File: config.mk
export PLATFORM = sky130hd
export DESIGN_NAME = tsos_top
export DESIGN_NICKNAME = d
export VERILOG_FILES = /design/src/tsos_pkg.sv /design/src/tsos_fifo.sv /design/src/tsos_top.sv
export VERILOG_INCLUDE_DIRS = /design/src
export SDC_FILE = /design/constraint.sdc
export NUM_CORES = 1
export LEC_CHECK = 0
export ABC_AREA = 1
export BUFFER_PORTS_ARGS = -buffer_cell sky130_fd_sc_hd__buf_2
export CAP_MARGIN = 40
export CORE_MARGIN = 8
export CORE_UTILIZATION = 40
export DETAILED_ROUTE_END_ITERATION = 8
export GPL_TIMING_DRIVEN = 0
export PLACE_DENSITY_LB_ADDON = 0.25
export SYNTH_ARGS = -nofsm -noshare
export SYNTH_HDL_FRONTEND = slang
export SYNTH_SLANG_ARGS = --single-unit
File: constraint.sdc
create_clock -name i_clock -period 6.99 [get_ports i_clock]
set_input_delay 0.3495 -clock i_clock [delete_from_list [all_inputs] [get_ports i_clock]]
set_output_delay 0.3495 -clock i_clock [all_outputs]
set_load 0.05 [all_outputs]
File: src/tsos_cfg.svh
// constants for the time-stamped output scheduler
`ifndef TSOS_CFG_SVH
`define TSOS_CFG_SVH
`define TSOS_OFS_STATE 2'd0
`define TSOS_OFS_SEQ 2'd1
`define TSOS_OFS_TIME 2'd2
`define TSOS_ENTRIES_SMALL 4'd5
`define TSOS_ENTRIES_LARGE 4'd15
`define TSOS_IMG_BYTES 60
`define TSOS_SEQ_LAST_BIT 6
`define TSOS_QUEUE_DEPTH 31
`define TSOS_FIFO_DEPTH 16
`define TSOS_CLK_MHZ 50
`define TSOS_TICK_NS 1000
`define TSOS_CLK_NS 20
`define TSOS_TICK_CYCLES (`TSOS_TICK_NS / `TSOS_CLK_NS)
`define TSOS_STS_OK 8'h00
`define TSOS_STS_MISMATCH 8'h01
`define TSOS_STS_NONEW 8'h02
`define TSOS_STS_FULL 8'h03
`define TSOS_STS_LASTFLAG 8'h80
`define TSOS_LAST_ID 8'h40
`define TSOS_NEXT_ID 8'hC0
`endif

File: src/tsos_pkg.sv
// types used by the scheduler top module
package tsos_pkg;
  typedef logic [31:0] tsos_entry_t;
  typedef enum logic [1:0] {TSOS_IDLE, TSOS_SCAN} tsos_scan_t;
endpackage

File: src/tsos_fifo.sv
// generic flip-flop fifo with valid/ready on both sides
module tsos_fifo #(
  parameter int WIDTH = 32,
  parameter int DEPTH = 16
) (
  input wire logic i_clock,
  input wire logic i_rst_n,
  input wire logic i_enable,
  input wire logic i_in_valid,
  output logic o_in_ready,
  input wire logic [WIDTH-1:0] i_in_data,
  output logic o_out_valid,
  input wire logic i_out_ready,
  output logic [WIDTH-1:0] o_out_data,
  output logic [$clog2(DEPTH+1)-1:0] o_count
);
  localparam int AW = $clog2(DEPTH);
  logic [WIDTH-1:0] mem_q [DEPTH];
  logic [AW-1:0] wr_q;
  logic [AW-1:0] rd_q;
  logic [$clog2(DEPTH+1)-1:0] cnt_q;
  logic push;
  logic pop;

  function automatic logic [AW-1:0] bump(input logic [AW-1:0] p);
    bump = (p == AW'(DEPTH - 1)) ? '0 : p + 1'b1;
  endfunction

  assign o_in_ready = (cnt_q != ($clog2(DEPTH+1))'(DEPTH));
  assign o_out_valid = (cnt_q != '0);
  assign o_out_data = mem_q[rd_q];
  assign o_count = cnt_q;
  assign push = i_in_valid && o_in_ready;
  assign pop = o_out_valid && i_out_ready;

  // storage, no reset needed on data
  always_ff @(posedge i_clock)
  begin
    if (i_enable && push)
      mem_q[wr_q] <= i_in_data;
  end

  // pointers and fill count
  always_ff @(posedge i_clock)
  begin
    if (!i_rst_n)
    begin
      wr_q <= '0;
      rd_q <= '0;
      cnt_q <= '0;
    end
    else if (i_enable)
    begin
      if (push)
        wr_q <= bump(wr_q);
      if (pop)
        rd_q <= bump(rd_q);
      if (push && !pop)
        cnt_q <= cnt_q + 1'b1;
      else if (pop && !push)
        cnt_q <= cnt_q - 1'b1;
    end
  end
endmodule

File: src/tsos_top.sv
// time-stamped output scheduler: image intake, queue and timed execution
`include "tsos_cfg.svh"
module tsos_top (
  input wire logic i_clock,
  input wire logic i_rst_n,
  input wire logic i_enable,
  input wire logic i_large_image,
  input wire logic i_img_we,
  input wire logic [5:0] i_img_addr,
  input wire logic [7:0] i_img_wdata,
  input wire logic i_img_commit,
  output logic [3:0] o_do_level,
  output logic [3:0] o_do_enable,
  output logic [7:0] o_last_accepted_seq,
  output logic [7:0] o_next_pending_seq,
  output logic [7:0] o_queue_state_code,
  output logic [7:0] o_queue_fill_count,
  output logic [31:0] o_edge_time_stamp
);
  // output image, written byte by byte by the host side
  logic [7:0] img_q [`TSOS_IMG_BYTES];
  // scan of the image after a commit
  tsos_pkg::tsos_scan_t scan_q;
  logic [3:0] idx_q;
  logic [3:0] n_entries;
  logic [5:0] expect_q;
  logic [5:0] last_seq_q;
  logic [5:0] next_seq_q;
  logic [7:0] sts_q;
  logic any_new_q;
  logic [4:0] count_q;
  logic [4:0] flag_cnt_q;
  logic [31:0] us_q;
  logic [5:0] div_q;
  logic [3:0] level_q;
  logic [3:0] en_q;
  // entry under scan and head-of-queue entry
  logic [7:0] cur_state;
  logic [7:0] cur_seq;
  logic [15:0] cur_time;
  logic [7:0] hd_state;
  logic [7:0] hd_seq;
  logic [15:0] hd_time;
  logic [5:0] base;
  logic entry_ok;
  logic push_v;
  logic push_rdy;
  logic head_v;
  logic fire;
  logic [4:0] fifo_cnt;
  tsos_pkg::tsos_entry_t head_w;

  // byte address of entry k, field f
  function automatic logic [5:0] eaddr(input logic [3:0] k, input logic [1:0] f);
    eaddr = {k, 2'b00} + {4'h0, f};
  endfunction

  assign n_entries = i_large_image ? `TSOS_ENTRIES_LARGE : `TSOS_ENTRIES_SMALL;
  assign base = eaddr(idx_q, `TSOS_OFS_STATE);
  // field extraction at fixed entry offsets
  assign cur_state = img_q[base];
  assign cur_seq = img_q[eaddr(idx_q, `TSOS_OFS_SEQ)];
  assign cur_time = {img_q[eaddr(idx_q, `TSOS_OFS_TIME) + 6'h01],
                     img_q[eaddr(idx_q, `TSOS_OFS_TIME)]};
  // an entry is valid if reserved bits clear and number is the expected one
  assign entry_ok = (cur_state[3:0] == 4'h0) && (cur_seq[7] == 1'b0)
                    && (cur_seq[5:0] == expect_q);
  assign push_v = (scan_q == tsos_pkg::TSOS_SCAN) && entry_ok
                  && (count_q != 5'(`TSOS_QUEUE_DEPTH));

  // image write port
  always_ff @(posedge i_clock)
  begin
    if (i_enable && i_img_we && (i_img_addr < 6'(`TSOS_IMG_BYTES)))
      img_q[i_img_addr] <= i_img_wdata;
  end

  // walk the image once per commit, stop after a last-marked entry
  always_ff @(posedge i_clock)
  begin
    if (!i_rst_n)
    begin
      scan_q <= tsos_pkg::TSOS_IDLE;
      idx_q <= 4'h0;
    end
    else if (i_enable)
    begin
      unique case (scan_q)
        tsos_pkg::TSOS_IDLE:
        begin
          if (i_img_commit)
          begin
            scan_q <= tsos_pkg::TSOS_SCAN;
            idx_q <= 4'h0;
          end
        end
        tsos_pkg::TSOS_SCAN:
        begin
          // a full queue refuses the entry, so the rest cannot follow either
          if (entry_ok && !push_rdy)
            scan_q <= tsos_pkg::TSOS_IDLE;
          else if ((entry_ok && cur_seq[`TSOS_SEQ_LAST_BIT])
                   || (idx_q == n_entries - 4'h1))
            scan_q <= tsos_pkg::TSOS_IDLE;
          else
            idx_q <= idx_q + 4'h1;
        end
      endcase
    end
  end

  // expected number, last accepted and state code
  always_ff @(posedge i_clock)
  begin
    if (!i_rst_n)
    begin
      expect_q <= 6'h01;
      last_seq_q <= 6'h00;
      sts_q <= `TSOS_STS_NONEW;
      any_new_q <= 1'b0;
    end
    else if (i_enable)
    begin
      if (i_img_commit && scan_q == tsos_pkg::TSOS_IDLE)
        any_new_q <= 1'b0;
      if (push_v && push_rdy)
      begin
        expect_q <= cur_seq[5:0] + 6'h01;
        last_seq_q <= cur_seq[5:0];
        any_new_q <= 1'b1;
        sts_q <= `TSOS_STS_OK;
      end
      else if (scan_q == tsos_pkg::TSOS_SCAN && entry_ok)
        sts_q <= `TSOS_STS_FULL;
      // first entry decides between a numbering fault and a stale image
      else if (scan_q == tsos_pkg::TSOS_SCAN && idx_q == 4'h0 && !entry_ok)
        sts_q <= (cur_seq[5:0] != last_seq_q) ? `TSOS_STS_MISMATCH : `TSOS_STS_NONEW;
      // a mismatch seen this scan must not be hidden by the end of the walk
      else if (scan_q == tsos_pkg::TSOS_SCAN && !any_new_q && sts_q != `TSOS_STS_MISMATCH
               && idx_q == n_entries - 4'h1)
        sts_q <= `TSOS_STS_NONEW;
    end
  end

  // queue, 16 words in flip-flops
  tsos_fifo #(
    .WIDTH(32),
    .DEPTH(`TSOS_FIFO_DEPTH)
  ) u_fifo (
    .i_clock(i_clock),
    .i_rst_n(i_rst_n),
    .i_enable(i_enable),
    .i_in_valid(push_v),
    .o_in_ready(push_rdy),
    .i_in_data({cur_state, cur_seq, cur_time}),
    .o_out_valid(head_v),
    .i_out_ready(fire),
    .o_out_data(head_w),
    .o_count(fifo_cnt)
  );

  assign hd_state = head_w[31:24];
  assign hd_seq = head_w[23:16];
  assign hd_time = head_w[15:0];
  assign fire = head_v && (us_q[15:0] == hd_time);

  // microsecond tick divider and free running counter
  always_ff @(posedge i_clock)
  begin
    if (!i_rst_n)
    begin
      div_q <= 6'h00;
      us_q <= 32'h0000_0000;
    end
    else if (i_enable)
    begin
      if (div_q == 6'(`TSOS_TICK_CYCLES - 1))
      begin
        div_q <= 6'h00;
        us_q <= us_q + 32'h0000_0001; // wraps naturally
      end
      else
        div_q <= div_q + 6'h01;
    end
  end

  // outputs take the head entry when its time arrives
  always_ff @(posedge i_clock)
  begin
    if (!i_rst_n)
    begin
      level_q <= 4'h0;
      en_q <= 4'h0;
    end
    else if (i_enable && fire)
    begin
      level_q <= {hd_state[4], hd_state[5], hd_state[6], hd_state[7]};
      en_q <= {hd_state[4], hd_state[5], hd_state[6], hd_state[7]};
    end
  end

  // fill count, next pending number and last-flag tracking
  always_ff @(posedge i_clock)
  begin
    if (!i_rst_n)
    begin
      count_q <= 5'h00;
      next_seq_q <= 6'h01;
      flag_cnt_q <= 5'h00;
    end
    else if (i_enable)
    begin
      count_q <= fifo_cnt + 5'((push_v && push_rdy) ? 1 : 0) - 5'(fire ? 1 : 0);
      if (fire)
        next_seq_q <= hd_seq[5:0] + 6'h01;
      else if (count_q == 5'h00 && push_v && push_rdy)
        next_seq_q <= cur_seq[5:0];
      if ((push_v && push_rdy && cur_seq[`TSOS_SEQ_LAST_BIT])
          && !(fire && hd_seq[`TSOS_SEQ_LAST_BIT]))
        flag_cnt_q <= flag_cnt_q + 5'h01;
      else if (!(push_v && push_rdy && cur_seq[`TSOS_SEQ_LAST_BIT])
               && fire && hd_seq[`TSOS_SEQ_LAST_BIT])
        flag_cnt_q <= flag_cnt_q - 5'h01;
    end
  end

  // registered status and pins
  always_ff @(posedge i_clock)
  begin
    if (!i_rst_n)
    begin
      o_do_level <= 4'h0;
      o_do_enable <= 4'h0;
      o_last_accepted_seq <= `TSOS_LAST_ID;
      o_next_pending_seq <= `TSOS_NEXT_ID;
      o_queue_state_code <= `TSOS_STS_NONEW;
      o_queue_fill_count <= 8'h00;
      o_edge_time_stamp <= 32'h0000_0000;
    end
    else if (i_enable)
    begin
      o_do_level <= level_q;
      o_do_enable <= en_q;
      o_last_accepted_seq <= `TSOS_LAST_ID | {2'b00, last_seq_q};
      o_next_pending_seq <= `TSOS_NEXT_ID | {2'b00, next_seq_q};
      o_queue_state_code <= sts_q | ((flag_cnt_q != 5'h00) ? `TSOS_STS_LASTFLAG : 8'h00);
      o_queue_fill_count <= {3'b000, count_q};
      o_edge_time_stamp <= us_q;
    end
  end
endmodule

# --- Yosys cells after proc, flatten, opt, wreduce, memory -nomap -nowiden ---
# Memories as Yosys holds them, arrays and structs flattened. A register that Yosys moved wholly into a read port is not among the register bits.
# Index checks and enable logic that the tools add are counted.
op_classes:
  add_sub_neg: 17
  eq_ne: 15
  muxes: 36
  bitwise_logic: 2
  order_cmp: 1
  reduce_logical: 57
op_table:
  columns: ["cell", "n"]
  rows:
  - ["$mux W8", 5]
  - ["$add A32 B1 Y32 const B", 1]
  - ["$mux W4", 8]
  - ["$add A6 B1 Y6 const B", 5]
  - ["$mux W6", 5]
  - ["$logic_and A1 B1 Y1", 28]
  - ["$mux W5", 4]
  - ["$eq A16 B16 Y1", 1]
  - ["$reduce_and A2 Y1", 8]
  - ["$add A4 B1 Y4 const B", 3]
  - ["$add A5 B1 Y5 const B", 2]
  - ["$ne A5 B5 Y1 const B", 2]
  - ["$reduce_bool A5 Y1", 2]
  - ["$sub A5 B1 Y5 const B", 2]
  - ["$eq A4 B4 Y1 const B", 2]
  - ["$logic_not A4 Y1", 2]
  - ["$mux W1", 8]
  - ["$mux W2", 4]
  - ["$ne A8 B1 Y1 const B", 1]
  - ["$or A8 B8 Y8", 1]
  - ["$pmux W4 S2", 1]
  - ["$reduce_bool A2 Y1", 4]
  - ["$logic_not A1 Y1", 7]
  - ["$add A6 B2 Y6 const B", 1]
  - ["other kinds (19)", 21]
word_totals:
  output_inout_bits: 72
  regBits: 159
  mem_bits_rw: 992
  input_bits: 20
  elab_cells: 151
  memories: 2
memory_table:
  columns: ["memory", "words", "width", "rd", "rd_ports_with_merged_regs", "wr", "line", "rtl"]
  rows:
  - ["u_fifo.mem_q", 16, 32, 1, 1, 1, "tsos_fifo.sv:18", "logic [WIDTH-1:0] mem_q [DEPTH];"]
  - ["img_q", 60, 8, 4, 1, 1, "tsos_top.sv:21", "logic [7:0] img_q [`TSOS_IMG_BYTES];"]

# --- Logic depth before layout (Yosys ltp) ---
# An unclocked memory read counts as a cell.
depth:
  word_depth: 14
  mapped_depth: 27
  mapped_depth_nobuf: 26

# --- By module ---
# Synthesis repeated with hierarchy kept, for this count alone.
hier_totals:
  cells_unflattened: 4696
  hier_area_um2: 49102.1
by_module_without_submodules:
  columns: ["module", "area_per_inst_um2", "n_inst", "cells_per_inst", "seq_area_each_um2"]
  rows:
  - ["tsos_top", 26085.0, 1, 2477, 17176.5]
  - ["tsos_fifo", 23017.1, 1, 2219, 15715.1]

# --- Worst setup path after synthesis ---
# OpenSTA, ideal clock, no wires.
synth_timing:
  path_kind: "reg-to-reg"
  start: "register idx_q[0]"
  end: "memory u_fifo.mem_q[10][0], enable pin"
  period_less_slack_ns: 3.735
  required_time_ns: 6.579
  t_arrival_ns: 3.324
  n_path_buf: 3
  path_stages_with_launch: 18
  slack_ns: 3.255
  setup_ns: 0.411
  path_cell_list: "dfxtp_1 inv_2 buf_6 buf_2 nand3b_1 nand4_1 nand2_1 nand2_1 nand2_2 nor2_1 nor2_1 nand2_1 nor2_4 nand3_2 nor2_4 buf_2 nand2_1 nor2_1"
synth_between:
  elab_cells_between_ends: 12
  classes_between: "add/sub: 1; eq/ne: 1; mux: 2; bitwise: 1; reduce/logical: 6; memory: 1"
synth_rtl:
  columns: ["item", "line", "rtl"]
  rows:
  - ["start: declaration", "tsos_top.sv:24", "logic [3:0] idx_q;"]
  - ["start signal: assignment", "tsos_top.sv:106", "idx_q <= idx_q + 4'h1;"]
  - ["$add A6 B1 Y6", "tsos_top.sv:55", "eaddr = {k, 2'b00} + {4'h0, f};"]
  - ["$mem_v2 Z60 W8", null, null]
  - ["via cur_seq[1]", "tsos_top.sv:39", "logic [7:0] cur_seq;"]
  - ["$eq A6 B6 Y1", "tsos_top.sv:67", "&& (cur_seq[5:0] == expect_q);"]
  - ["$logic_and A1 B1 Y1", "tsos_top.sv:67", null]
  - ["$logic_and A1 B1 Y1 (2 in series)", "tsos_top.sv:68", "assign push_v = (scan_q == tsos_pkg::TSOS_SCAN) && entry_ok"]
  - ["$logic_and A1 B1 Y1", "tsos_fifo.sv:33", "assign push = i_in_valid && o_in_ready;"]
  - ["$logic_and A1 B1 Y1", "tsos_fifo.sv:39", "if (i_enable && push)"]
  - ["$mux W1", "tsos_fifo.sv:39", null]
  - ["$mux W1 (not written as such)", "tsos_fifo.sv:40", "mem_q[wr_q] <= i_in_data;"]
  - ["end: declaration", "tsos_fifo.sv:18", null]
# The timed path passes the listed nets, and every way through them passes these cells.

# --- Final worst setup path ---
layout_timing:
  start: "register idx_q[0]"
  end: "register flag_cnt_q[4]"
layout_between:
  elab_cells_between_ends: 17
  classes_between: "add/sub: 1; eq/ne: 1; mux: 1; bitwise: 1; reduce/logical: 12; memory: 1"
layout_rtl:
  columns: ["item", "line", "rtl"]
  rows:
  - ["$add A6 B1 Y6 (*)", "tsos_top.sv:55", null]
  - ["$mem_v2 Z60 W8 (*)", null, null]
  - ["via cur_seq[6]", "tsos_top.sv:39", null]
  - ["$logic_and A1 B1 Y1 (*)", "tsos_top.sv:218, tsos_top.sv:221", null]
  - ["$logic_not A1 Y1", "tsos_top.sv:221", "else if (!(push_v && push_rdy && cur_seq[`TSOS_SEQ_LAST_BIT])"]
  - ["$logic_and A1 B1 Y1 (2 in series)", "tsos_top.sv:221", null]
  - ["$reduce_bool A2 Y1 (no source line)", null, null]
  - ["$reduce_and A2 Y1 (no source line)", null, null]
  - ["end signal: assignment", "tsos_top.sv:220", "flag_cnt_q <= flag_cnt_q + 5'h01;"]
  - ["end signal: assignment", "tsos_top.sv:223", "flag_cnt_q <= flag_cnt_q - 5'h01;"]
  - ["end: declaration", "tsos_top.sv:32", "logic [4:0] flag_cnt_q;"]
# Mark *: on every way through the listed nets, which the timed path passes. The rest lies on a longest branch.
# A chain may end at the register's enable or synchronous reset.

==> metrics.cfg <==
[floorplan]
dieWidth_um = 345
start_util_pct = 40.1
rows = 121
die_y_um = 345
boundaryPins = 92
die-area_um2 = 119000
coreArea_um2 = 108000

[sta]
slew_violations = 0
period_share_pct = 65.9
grt_setup_unrepaired = false
fin_worst_skew_ns = 0.0304
tns_ns = 0
setup_viol = 0
worst_pin_slew_ns = 0.998
slew_headroom_pct = 33.5
finalHoldViolCount = 0
setup_ws_ns = 2.39
period_minus_slack_ns = 4.60
max_freq_mhz = 217

[detailed_routing]
drc = 0
dr.pass1.iters = 6
ant_nets = 0
drt_iter0_drc = 2972
via_count = 30000
viasPerCell = 5.39
drt-total-wl_mm = 124
wl_per_cell_um = 22.3

[synth]
synth_edf_count = 912
synth_xor_area_share_pct = 0.585
synthAdderAreaFrac_pct = 0.859
async_reset_ff_share_pct = 0
syn_area_per_cell_um2 = 11.4
synthDominantCellAreaShare_pct = 63.1
ys_seq_area_share_pct = 70.2
synth_common_cells = edfxtp_1, nand2_1, nor2_1, o21ai_0, nand3_1
synthMuxAreaShare_pct = 0
yosysMostFrequentCell = edfxtp_1
yosys_warnings = 0
syn_inst = 3808
ys.flop_type = edfxtp_1
synthesis.area_um2 = 43400
yosys.area.top_type = edfxtp_1
synth-simple-area-share_pct = 14.5
synth_compound_area_share_pct = 9.32
synth_top_family_by_area = simple AND/OR/NAND/NOR gates
yosys-top-cells-area = edfxtp_1, dfxtp_1, nand2_1, nor2_1, o21ai_0
ys_ff_latch = 1067
ys_types = 48

[global_route]
grt_pass1_vias = 28900
track_usage_pct = 20.0
antenna_found_initial = 4
grt_max_degree = 46
grt_overflow = 0
grt_pass1_wl_mm = 183

[clocking]
cts.htree.levels = 3
root_buffer = clkbuf_16
clk_path_buf_depth = 3
ctsHoldBuffers = 0
clock_latency_ns = 0.70
cts_resized = 0
clkSlewWorstSetupHoldPaths_ns = 0.07
clock_sinks = 1067
post_cts_buffers = 0
numCtsBuffers = 104
cts_tree = built

[cells_and_area]
nNetsFinal = 4108
area_growth_pct = 15.4
layout-drive-gt1-share_pct = 10.4

[run_status]
status = finished clean

[worst_setup_path]
cp_max_fo = 19
critPathCaptureType = flip-flop
required_ns = 7.56
cp.arrival_ns = 5.18
critPathKind = reg2reg
cp-start-kind = flip-flop

[placement]
portBuffers = 79
place_ws_ns = 2.44
gp_congestion = 0.819
hpwl_mm = 83.4

[worst_hold_path]
hp-class = in2reg

[run]
maxCapViolations = 0

[power]
peakVddDrop_mv = 0.215
leakage_nw = 17.7
power_density_nw_per_um2 = 265

[cells by family after synthesis]
| family | count (synthesis) |
|---|---|
| XOR/XNOR | 29 |
| adder cells (fa/ha/maj) | 28 |
| AND/OR/NAND/NOR | 1516 |
| buffers and inverters | 469 |
| other | 2 |
| flip-flops | 1067 |
| AO/OA/AOI/OAI | 697 |
[cell type report]
| cell class | instances | area [um2] |
|---|---|---|
| Antenna cell | 1 | 2.50 |
| Buffer | 217 | 1000 |
| Clock buffer | 130 | 2810 |
| Clock inverter | 64 | 642 |
| Fill cell | 9785 | 58100 |
| Inverter | 252 | 946 |
| Multi-Input combinational cell | 2282 | 11200 |
| Sequential cell | 1067 | 30500 |
| Tap cell | 1414 | 1770 |
| Timing Repair Buffer | 136 | 1260 |
[flip-flops by register name, indices dropped and copies added (netlist names), 6 cells and up, named ones only]
register	flops
next_seq_q	6
o_last_accepted_seq	6
o_edge_time_stamp	32
u_fifo.mem_q	432
img_q	480
o_next_pending_seq	6
expect_q	6
us_q	32
div_q	6
last_seq_q	6
[power by group]
group | internal (mW) | switching [mW] | total (mW)
clock | 3.26 | 2.43 | 5.70
sequential | 6.96 | 0.0138 | 6.97
combinational | 0.137 | 0.456 | 0.593
[routing by layer]
| metal | GRT usage (%) | up-vias | routed length, um |
|---|---|---|---|
| met5 | 0 | - | 31 |
| met4 | 6.84 | 4 | 4310 |
| met3 | 2.87 | 238 | 8180 |
| met2 | 33.1 | 1113 | 59100 |
| met1 | 27.1 | 14700 | 52700 |
| li1 | - | 14000 | - |
[layout by cell type (no fill, tap or decap), types with 20 or more instances in the layout]
cell type / n
nor2_4: 20
nand2_1: 635
nand3_1: 279
inv_1: 241
nand4_1: 21
clkbuf_16: 107
o211ai_1: 65
o21ai_0: 325
o221ai_1: 53
buf_2: 121
edfxtp_1: 912
buf_4: 52
clkbuf_1: 144
nor2_1: 492
clkinv_2: 24
ha_1: 25
buf_12: 20
dfxtp_1: 155
xor2_1: 22
nor3_1: 30
clkinv_1: 22
o22ai_1: 37
a21oi_1: 159
[per-stage QoR]
step,power [mW],area (um2),util (%),hold slack [ns],std cells
6_report,13.3,50100,46.3,0.0471,5563
5_1_grt,13.6,50100,46.3,0.0263,5562
2_1_floorplan,7.42,43500,-,0.443,3818
3_5_place_dp,7.70,46700,43.1,0.466,5368
3_3_place_gp,7.66,45600,42.1,0.461,5311
4_1_cts,13.3,50100,46.3,0.0122,5562
[path summary, 6_finish.rpt]
check | endpoint | cells past startpoint | startpoint | slack [ns]
max | flag_cnt_q[4] | 19 | idx_q[0] | 2.39
min | scan_q[0] | 3 | i_img_commit | 0.05
max reg2reg | flag_cnt_q[4] | 19 | idx_q[0] | 2.39
min reg2reg | us_q[28] | 2 | us_q[28] | 0.48
[worst max-delay path, cell delays in order (launching register included)]
cell and delay [ns]:
dfxtp_1 0.47, buf_4 0.24, buf_2 0.27, clkbuf_1 0.64, a21oi_1 0.14, a21oi_1 0.18, o21ai_0 0.13, nand2_1 0.63
inv_1 0.09, nor2_1 0.25, nand2_1 0.26, fa_1 0.47, nand3_1 0.09, nand2_1 0.07, xor2_1 0.17, nand3_1 0.09
nand2_1 0.10, nand3_1 0.07, nand2_1 0.07, nor2_1 0.04
No activity file was read; power rests on OpenSTA's default activity.
